$ cat src/rtl/ddspa_pkg.sv
// Shared constants, control carriers and state codes for the profile,
// phase and amplitude control block.
// Assumes a single 40 MHz system clock and a synchronous active-high reset.
package ddspa_pkg;

   // Clock and divided-clock timing.
   localparam int DDSPA_CLK_PERIOD_NS = 25;
   localparam int DDSPA_SYNC_PERIOD_NS = 100;
   localparam int DDSPA_DIV_RATIO = DDSPA_SYNC_PERIOD_NS / DDSPA_CLK_PERIOD_NS;
   localparam logic [1:0] DDSPA_DIV_RESET = 2'h0;
   localparam logic [1:0] DDSPA_DIV_RISE = 2'h1;

   // Sequencing field codes.
   localparam logic [2:0] DDSPA_SEQ_OFF = 3'h0;
   localparam logic [2:0] DDSPA_SEQ_BAD = 3'h7;
   localparam int DDSPA_SEQ_LOOP_BIT = 2;
   localparam logic [1:0] DDSPA_PROFILE_FIRST = 2'h0;
   localparam logic [2:0] DDSPA_RAM_RAMP_UP = 3'h1;

   // Keying timer and counter.
   localparam logic [7:0] DDSPA_TIMER_END = 8'h01;
   localparam logic [7:0] DDSPA_TIMER_RESET = 8'h00;
   localparam logic [13:0] DDSPA_SCALE_RESET = 14'h0000;
   localparam int DDSPA_STEP_MSB = 15;
   localparam int DDSPA_STEP_LSB = 14;
   localparam logic [31:0] DDSPA_ACC_RESET = 32'h00000000;
   localparam logic [3:0] DDSPA_SYNC_RESET = 4'h0;

   typedef struct packed {
      logic [2:0] seq_mode;
      logic load_keying_timer;
      logic keying_enable;
      logic internal_keying;
      logic auto_clear;
      logic continuous_clear;
   } ddspa_ctrl_t;

   typedef struct packed {
      logic [15:0] amplitude_limit_word;
      logic [7:0] amplitude_ramp_rate;
      logic [13:0] amplitude_scale_register;
   } ddspa_amp_t;

   localparam ddspa_ctrl_t DDSPA_CTRL_RESET = 8'h00;
   localparam ddspa_amp_t DDSPA_AMP_RESET = 38'h0000000000;

   typedef enum logic [2:0] {
      DDSPA_ST_IDLE = 3'h1,
      DDSPA_ST_RUN = 3'h2,
      DDSPA_ST_DONE = 3'h4
   } ddspa_seq_state_t;

endpackage : ddspa_pkg

$ cat src/rtl/ddspa_keying.sv
// Amplitude keying unit: ramp timer, scale factor counter and output multiplier.
// Assumes the keying pin level arrives already synchronised and that the
// settings only change on the transfer pulse from the parent.
`timescale 1ns/1ps
module ddspa_keying import ddspa_pkg::*; #(
   parameter int SCALE_W = 14
) (
   input wire logic clock_i,
   input wire logic reset_i,
   input wire logic keying_enable_i,
   input wire logic internal_keying_i,
   input wire logic load_keying_timer_i,
   input wire logic transfer_i,
   input wire logic keying_input_pin_i,
   input wire ddspa_amp_t amp_i,
   input wire logic [SCALE_W-1:0] sample_i,
   output logic [SCALE_W-1:0] scale_factor_o,
   output logic [SCALE_W-1:0] sample_o
);
   logic [7:0] timer_reg;
   logic [SCALE_W-1:0] count_reg;
   logic auto_prev_reg;
   logic pin_prev_reg;
   logic [SCALE_W-1:0] sample_reg;

   wire auto_w = keying_enable_i & internal_keying_i;
   wire pin_edge_w = keying_input_pin_i ^ pin_prev_reg;
   wire timer_hit_w = timer_reg <= DDSPA_TIMER_END;
   wire reload_w = (auto_w & ~auto_prev_reg) | pin_edge_w | (load_keying_timer_i & transfer_i) | timer_hit_w;
   wire step_w = auto_w & timer_hit_w;
   wire [SCALE_W:0] step_size_w = (SCALE_W+1)'(1) << amp_i.amplitude_limit_word[DDSPA_STEP_MSB:DDSPA_STEP_LSB];
   wire [SCALE_W:0] limit_w = {1'b0, amp_i.amplitude_limit_word[SCALE_W-1:0]};
   wire [SCALE_W:0] up_sum_w = {1'b0, count_reg} + step_size_w;
   wire [SCALE_W-1:0] count_up_w = (up_sum_w > limit_w) ? limit_w[SCALE_W-1:0] : up_sum_w[SCALE_W-1:0];
   wire [SCALE_W-1:0] count_dn_w = ({1'b0, count_reg} < step_size_w) ? '0 : count_reg - step_size_w[SCALE_W-1:0];
   wire [SCALE_W-1:0] count_next = step_w ? (keying_input_pin_i ? count_up_w : count_dn_w) : count_reg;
   wire [SCALE_W-1:0] scale_w = auto_w ? count_reg : amp_i.amplitude_scale_register;
   wire [2*SCALE_W-1:0] product_w = sample_i * scale_w;
   wire [SCALE_W-1:0] sample_next = keying_enable_i ? product_w[2*SCALE_W-1:SCALE_W] : sample_i;

   always_ff @(posedge clock_i) begin
      if (reset_i) begin
         timer_reg <= DDSPA_TIMER_RESET;
         count_reg <= DDSPA_SCALE_RESET;
         auto_prev_reg <= 1'b0;
         pin_prev_reg <= 1'b0;
         sample_reg <= '0;
      end else begin
         timer_reg <= (reload_w | ~auto_w) ? amp_i.amplitude_ramp_rate : timer_reg - 8'h01;
         count_reg <= count_next;
         auto_prev_reg <= auto_w;
         pin_prev_reg <= keying_input_pin_i;
         sample_reg <= sample_next;
      end
   end

   assign scale_factor_o = scale_w;
   assign sample_o = sample_reg;
endmodule : ddspa_keying

$ cat src/rtl/ddspa_ctrl.sv
// Control logic around a synthesis core: profile sequencer, phase accumulator
// with clear controls, update strobe synchroniser and amplitude keying.
// Assumes the strobe, keying and profile pins are asynchronous to clock_i and
// that the RAM address generator signals its final address for one cycle.
`timescale 1ns/1ps
module ddspa_ctrl import ddspa_pkg::*; #(
   parameter int SCALE_W = 14,
   parameter int PHASE_W = 14,
   parameter int ACC_W = 32
) (
   input wire logic clock_i,
   input wire logic reset_i,
   input wire logic update_pin_i,
   input wire logic keying_input_pin_i,
   input wire logic [1:0] profile_pin_i,
   input wire ddspa_ctrl_t ctrl_i,
   input wire ddspa_amp_t amp_i,
   input wire logic [ACC_W-1:0] freq_word_i,
   input wire logic [PHASE_W-1:0] phase_offset_i,
   input wire logic ram_enable_i,
   input wire logic [2:0] ram_segment_mode_i,
   input wire logic ram_at_final_i,
   input wire logic [SCALE_W-1:0] core_sample_i,
   output logic sync_clk_o,
   output logic transfer_o,
   output logic [PHASE_W-1:0] phase_o,
   output logic [1:0] profile_o,
   output logic [2:0] segment_mode_o,
   output logic seq_engaged_o,
   output logic sweep_restart_o,
   output logic burst_done_o,
   output logic [SCALE_W-1:0] scale_factor_o,
   output logic [SCALE_W-1:0] amplitude_o
);

   // Pin synchronisers: bit 0 strobe, bit 1 keying pin, bits 3:2 profile pins.
   logic [3:0] pin_meta_reg;
   logic [3:0] pin_sync_reg;
   wire [3:0] pin_raw_w = {profile_pin_i, keying_input_pin_i, update_pin_i};

   always_ff @(posedge clock_i) begin
      if (reset_i) begin
         pin_meta_reg <= DDSPA_SYNC_RESET;
         pin_sync_reg <= DDSPA_SYNC_RESET;
      end else begin
         pin_meta_reg <= pin_raw_w;
         pin_sync_reg <= pin_meta_reg;
      end
   end

   wire update_sync_w = pin_sync_reg[0];
   wire keying_sync_w = pin_sync_reg[1];
   wire [1:0] profile_sync_w = pin_sync_reg[3:2];

   // Divided clock and strobe edge detection.
   logic [1:0] div_reg;
   logic sync_clk_reg;
   logic update_seen_reg;
   logic transfer_reg;

   wire [1:0] div_next = div_reg + 2'h1;
   wire sync_rise_w = div_reg == DDSPA_DIV_RISE;
   wire update_event_w = sync_rise_w & update_sync_w & ~update_seen_reg;

   always_ff @(posedge clock_i) begin
      if (reset_i) begin
         div_reg <= DDSPA_DIV_RESET;
         sync_clk_reg <= 1'b0;
         update_seen_reg <= 1'b0;
         transfer_reg <= 1'b0;
      end else begin
         div_reg <= div_next;
         sync_clk_reg <= div_next[1];
         if (sync_rise_w) begin
            update_seen_reg <= update_sync_w;
         end
         transfer_reg <= update_event_w;
      end
   end

   // Buffered settings move to the active registers on the strobe; the
   // behaviour that reacts to the strobe acts one cycle later on the new values.
   ddspa_ctrl_t ctrl_reg;
   ddspa_amp_t amp_reg;
   logic [ACC_W-1:0] freq_reg;
   logic [PHASE_W-1:0] offset_reg;

   always_ff @(posedge clock_i) begin
      if (reset_i) begin
         ctrl_reg <= DDSPA_CTRL_RESET;
         amp_reg <= DDSPA_AMP_RESET;
         freq_reg <= '0;
         offset_reg <= '0;
      end else if (update_event_w) begin
         ctrl_reg <= ctrl_i;
         amp_reg <= amp_i;
         freq_reg <= freq_word_i;
         offset_reg <= phase_offset_i;
      end
   end

   // Phase accumulator.
   logic [ACC_W-1:0] acc_reg;
   logic [PHASE_W-1:0] phase_reg;

   wire acc_clear_w = ctrl_reg.continuous_clear | (ctrl_reg.auto_clear & transfer_reg);
   wire [ACC_W-1:0] acc_next = acc_clear_w ? DDSPA_ACC_RESET : acc_reg + freq_reg;
   wire [PHASE_W-1:0] phase_next = acc_reg[ACC_W-1:ACC_W-PHASE_W] + offset_reg;

   always_ff @(posedge clock_i) begin
      if (reset_i) begin
         acc_reg <= DDSPA_ACC_RESET;
         phase_reg <= '0;
      end else begin
         acc_reg <= acc_next;
         phase_reg <= phase_next;
      end
   end

   // Profile sequencer.
   ddspa_seq_state_t state_reg;
   ddspa_seq_state_t state_next;
   logic [1:0] seq_prof_reg;
   logic [1:0] seq_prof_next;
   logic restart_next;
   logic restart_reg;
   logic [1:0] profile_reg;
   logic [2:0] segment_reg;

   wire [2:0] seq_code_w = ctrl_reg.seq_mode;
   wire engaged_w = ram_enable_i & (seq_code_w != DDSPA_SEQ_OFF) & (seq_code_w != DDSPA_SEQ_BAD);
   wire loop_w = seq_code_w[DDSPA_SEQ_LOOP_BIT];
   wire [1:0] last_prof_w = loop_w ? 2'(seq_code_w[1:0] + 2'h1) : seq_code_w[1:0];
   wire at_last_w = seq_prof_reg == last_prof_w;

   always_comb begin
      state_next = state_reg;
      seq_prof_next = seq_prof_reg;
      restart_next = 1'b0;
      if (!engaged_w) begin
         state_next = DDSPA_ST_IDLE;
         seq_prof_next = DDSPA_PROFILE_FIRST;
      end else if (transfer_reg) begin
         state_next = DDSPA_ST_RUN;
         seq_prof_next = DDSPA_PROFILE_FIRST;
         restart_next = 1'b1;
      end else begin
         case (state_reg)
            DDSPA_ST_RUN: begin
               if (ram_at_final_i) begin
                  restart_next = 1'b1;
                  if (!at_last_w) begin
                     seq_prof_next = 2'(seq_prof_reg + 2'h1);
                  end else if (loop_w) begin
                     seq_prof_next = DDSPA_PROFILE_FIRST;
                  end else begin
                     state_next = DDSPA_ST_DONE;
                     restart_next = 1'b0;
                  end
               end
            end
            DDSPA_ST_IDLE: begin
               state_next = DDSPA_ST_IDLE;
            end
            DDSPA_ST_DONE: begin
               state_next = DDSPA_ST_DONE;
            end
            default: begin
               state_next = DDSPA_ST_IDLE;
            end
         endcase
      end
   end

   wire [1:0] profile_next = engaged_w ? seq_prof_next : profile_sync_w;
   wire [2:0] segment_next = engaged_w ? DDSPA_RAM_RAMP_UP : ram_segment_mode_i;

   always_ff @(posedge clock_i) begin
      if (reset_i) begin
         state_reg <= DDSPA_ST_IDLE;
         seq_prof_reg <= DDSPA_PROFILE_FIRST;
         restart_reg <= 1'b0;
         profile_reg <= DDSPA_PROFILE_FIRST;
         segment_reg <= DDSPA_SEQ_OFF;
      end else begin
         state_reg <= state_next;
         seq_prof_reg <= seq_prof_next;
         restart_reg <= restart_next;
         profile_reg <= profile_next;
         segment_reg <= segment_next;
      end
   end

   // Amplitude keying.
   ddspa_keying #(
      .SCALE_W(SCALE_W)
   ) u_keying (
      .clock_i(clock_i),
      .reset_i(reset_i),
      .keying_enable_i(ctrl_reg.keying_enable),
      .internal_keying_i(ctrl_reg.internal_keying),
      .load_keying_timer_i(ctrl_reg.load_keying_timer),
      .transfer_i(transfer_reg),
      .keying_input_pin_i(keying_sync_w),
      .amp_i(amp_reg),
      .sample_i(core_sample_i),
      .scale_factor_o(scale_factor_o),
      .sample_o(amplitude_o)
   );

   assign sync_clk_o = sync_clk_reg;
   assign transfer_o = transfer_reg;
   assign phase_o = phase_reg;
   assign profile_o = profile_reg;
   assign segment_mode_o = segment_reg;
   assign seq_engaged_o = engaged_w;
   assign sweep_restart_o = restart_reg;
   assign burst_done_o = state_reg == DDSPA_ST_DONE;
endmodule : ddspa_ctrl

$ cat config.mk
export PLATFORM = sky130hd
export DESIGN_NAME = ddspa_ctrl
export DESIGN_NICKNAME = d
export VERILOG_FILES = /design/src/rtl/ddspa_pkg.sv /design/src/rtl/ddspa_keying.sv /design/src/rtl/ddspa_ctrl.sv
export SDC_FILE = /design/constraint.sdc
export NUM_CORES = 1
export LEC_CHECK = 0
export BUFFER_PORTS_ARGS = -buffer_cell sky130_fd_sc_hd__buf_2
export CORE_MARGIN = 1.5
export CORE_UTILIZATION = 50
export CTS_BUF_LIST = sky130_fd_sc_hd__clkbuf_8
export DETAILED_ROUTE_END_ITERATION = 16
export PLACE_DENSITY_LB_ADDON = 0.08
export SYNTH_ARGS = -nofsm -noshare
export SYNTH_HDL_FRONTEND = slang
export SYNTH_SLANG_ARGS = --single-unit
export TNS_END_PERCENT = 100
$ cat constraint.sdc
create_clock -name clock_i -period 21.4 [get_ports clock_i]
set_input_delay 2.14 -clock clock_i [delete_from_list [all_inputs] [get_ports clock_i]]
set_output_delay 2.14 -clock clock_i [all_outputs]
set_load 0.1 [all_outputs]
==> results_dict.tcl <==
set metrics [dict create \
    fin_setup_tns_ns 0 \
    critPathLaunch "core_sample_i[7]" \
    fin_util_pct 55.62 \
    syn_inst 1928 \
    layout.nets 2456 \
    cp.required_ns 21.76 \
    gp_congestion 0.8443 \
    ios 169 \
    yosysSeqAreaShare_pct 24.67 \
    initialDrtViolationCount 663 \
    post_cts_buffers 0 \
    multiInputGateArea_um2 11010 \
    dpl.hpwl_mm 29.80 \
    vias_per_cell 5.385 \
    skew_ns 0.01428 \
    min_path_type "flip-flop to flip-flop" \
    critPathArrivalTime_ns 8.19 \
    pwr-share-comb_pct 15.8 \
    core_area_um2 31640 \
    rr_endpoint "u_keying.sample_o[13]$_SDFF_PP0_" \
    intPower_w 0.0004986 \
    dieArea_um2 33380 \
    grt_max_degree 94 \
    dp.cells 2417 \
    largest_register_ff_count 38 \
    cp_slowest_cell "fa_1" \
    ys.flop_type "dfxtp_1" \
    cts_made_buffers 17 \
    power_density_nw_per_um2 41.54 \
    drive_gt1_share_pct 12.12 \
    cp_num_cells 22 \
    synth-edff-count 0 \
    finalCritPeriodShare_pct 36.58 \
    crit_chain "buf_2, and2_1, fa_1, inv_1, fa_1, inv_1, fa_1, fa_1, fa_1, inv_1, fa_1, inv_1, ha_1, a211oi_2, nor2_1, or2_2, o311ai_4, a21oi_2, or2_4, a211oi_4, mux2i_1, nor4_2" \
    fin_crit_ns 7.828 \
    setup_viol 0 \
    yosys_register_bits 199 \
    drc 0 \
    final_common_cell "nand2_1" \
    track_usage_pct 24.81 \
    syn_area_per_cell_um2 8.376 \
    ff2ff_setup_slack_ns 13.69 \
    clk_pin_slew_ns 0.11 \
    synth_fp_nets 2350 \
    avgRoutedWirePerCell_um 16.19 \
    cts_root_buf "clkbuf_8" \
    p_sw_w 0.0002323 \
    clk_latency_ns 0.49 \
    h-tree-depth 4 \
    cp-endpoint "u_keying.sample_o[13]$_SDFF_PP0_" \
    met2WireLength_mm 19.21 \
    finalHoldViolations 0 \
    sequentialPowerShare_pct 52.3 \
    cp-end-kind "flip-flop" \
    vdd.ir_drop.worst_mv 0.05430 \
    rr_worst_depth 24 \
    r2r_start "ctrl_reg[3]$_SDFFE_PP0P_" \
    cap_violations 0 \
    seq_area_um2 3984 \
    start_util_pct 51.05 \
    hold-path-cell-count 1 \
    first_pass_iters 5 \
    drtAntennaViolNets 0 \
    diodes 0 \
    switching_share_pct 31.78 \
    fmax_mhz 127.7 \
    overflow 0 \
    cts.hold.buffers_added 0 \
    start_kind "primary input" \
    dr_wl_met3_mm 1.649 \
    wl_met1_mm 17.88 \
    final_cell_mix "nand2_1, inv_1, dfxtp_1" \
    power_leakage_nw 8.490 \
    clockBufferDepth 2 \
    dr_total_vias 13189 \
    status "finished clean" \
    slew_viol_final 0 \
    cp_max_fo 15 \
    rows 65 \
    yosysWarnings 0 \
    nFillCells 2979 \
    grt_pass1_vias 13350 \
    async_flop_share_pct 0 \
    port-buffer-count 168 \
    antenna_found_initial 2 \
    critical_path_class "primary input to flip-flop" \
    tightest_slew_ns 1.072 \
    clkSinkCount 199 \
    finalNonFillerCells 2449 \
    crit_family "adder cells" \
    synthDistinctLibCells 72 \
    cp_slowest_stage_delay_ns 0.54 \
    area_growth_pct 8.964 \
    grt_pass1_wl_mm 66.21 \
    pwr-share-clk_pct 31.8 \
    die_w_um 182.7 \
    die_h_um 182.7 \
    slew_headroom_pct 28.51 \
    syn_area_um2 16150 \
    crit_path_frequent_cell "fa_1" \
    path_buf_inv 5 \
    cts_tree "done" \
    cts_resized 0 \
    grt_setup_unrepaired "false" \
    highest_layer "met5" \
    wirelength_mm 39.64 \
]
how the worst min path moves through the flow:
stage	startpoint	end
floorplan	div_reg[0]$_SDFF_PP0_	div_reg[0]$_SDFF_PP0_
global placement	div_reg[0]$_SDFF_PP0_	div_reg[0]$_SDFF_PP0_
detailed placement	div_reg[0]$_SDFF_PP0_	div_reg[0]$_SDFF_PP0_
CTS	div_reg[0]$_SDFF_PP0_	div_reg[0]$_SDFF_PP0_
global route	div_reg[0]$_SDFF_PP0_	div_reg[0]$_SDFF_PP0_
finish	div_reg[0]$_SDFF_PP0_	div_reg[0]$_SDFF_PP0_
metrics by stage:
step                      instance area [um2]  hold slack [ns]  setup WS [ns]  total power [W]
after floorplan                         16150           0.3967          13.60        0.0004718
after global placement                  17220           0.4069          13.12        0.0005052
after detailed placement                17220           0.4090          13.04        0.0005068
after CTS                               17600           0.4302          13.58        0.0007401
after global routing                    17600           0.4518          13.26        0.0007678
final                                   17600           0.4284          13.57        0.0007309
synth_stat cells, types with 6 or more instances:
master	instances	area share, %
a21oi_1	148	4.6
fa_1	144	18
ha_1	161	12
o21a_1	9	0.42
clkbuf_1	80	1.9
o211ai_1	8	0.37
nor2_1	110	2.6
a21o_1	23	1.1
nor3_1	27	0.84
and2_1	94	3.6
nand2_1	354	8.2
and3_1	16	0.62
mux2_2	15	1.0
mux2i_1	9	0.56
a31oi_1	16	0.62
xnor2_1	48	2.6
nand2b_1	16	0.62
inv_1	221	5.1
o21ai_0	45	1.4
a211oi_1	16	0.74
nor2b_1	21	0.81
dfxtp_1	199	25
nand4_1	7	0.27
nand3_1	22	0.68
buf_1	6	0.14
xor2_1	20	1.1
worst reg2reg max path, stage by stage, from the launching register on:
cell and delay (ns):
dfxtp_1 0.32, buf_4 0.30, nand2_1 0.49, mux2_2 0.60
and2_1 0.25, fa_1 0.54, inv_1 0.05, fa_1 0.53
inv_1 0.05, fa_1 0.51, fa_1 0.43, fa_1 0.54
inv_1 0.05, fa_1 0.53, inv_1 0.04, ha_1 0.31
a211oi_2 0.21, nor2_1 0.08, or2_2 0.31, o311ai_4 0.44
a21oi_2 0.14, or2_4 0.28, a211oi_4 0.24, mux2i_1 0.26
nor4_2 0.07
power groups by stage:
stage                     Combinational [W]  Sequential [W]  Clock, W
final                              0.000116        0.000383  0.000233
after global routing               0.000128        0.000384  0.000256
after CTS                          0.000117        0.000383  0.000241
after detailed placement           0.000116        0.000391         0
after global placement             0.000114        0.000391         0
after floorplan                   0.0000625        0.000409         0
cell type report:
| cell class | count | share of cell area (%) |
|---|---|---|
| well taps | 402 | 2.858 |
| clock buffers | 17 | 1.330 |
| repair buffers | 175 | 5.091 |
| multi-input cells | 1420 | 62.58 |
| flip-flops and latches | 199 | 22.64 |
| clock inverters | 15 | 0.7892 |
| inverters | 221 | 4.714 |
routing by layer:
layer	vias up	global-route usage (%)
met5	-	0
met4	4	7.273
met3	52	3.712
met2	271	42.90
met1	6370	32.07
li1	6492	-
kinds of logic (layout without fill, tap and decap cells):
kind of cell,count (synthesis),after routing,share of synthesized area [%]
buf+inv,309,428,7.236
simple gates,697,697,19.65
mux,24,24,1.604
fa+ha+maj,305,305,30.32
flops,199,199,24.67
compound gates,326,326,12.83
xor+xnor,68,68,3.688
No activity file was read; power rests on OpenSTA's default activity.
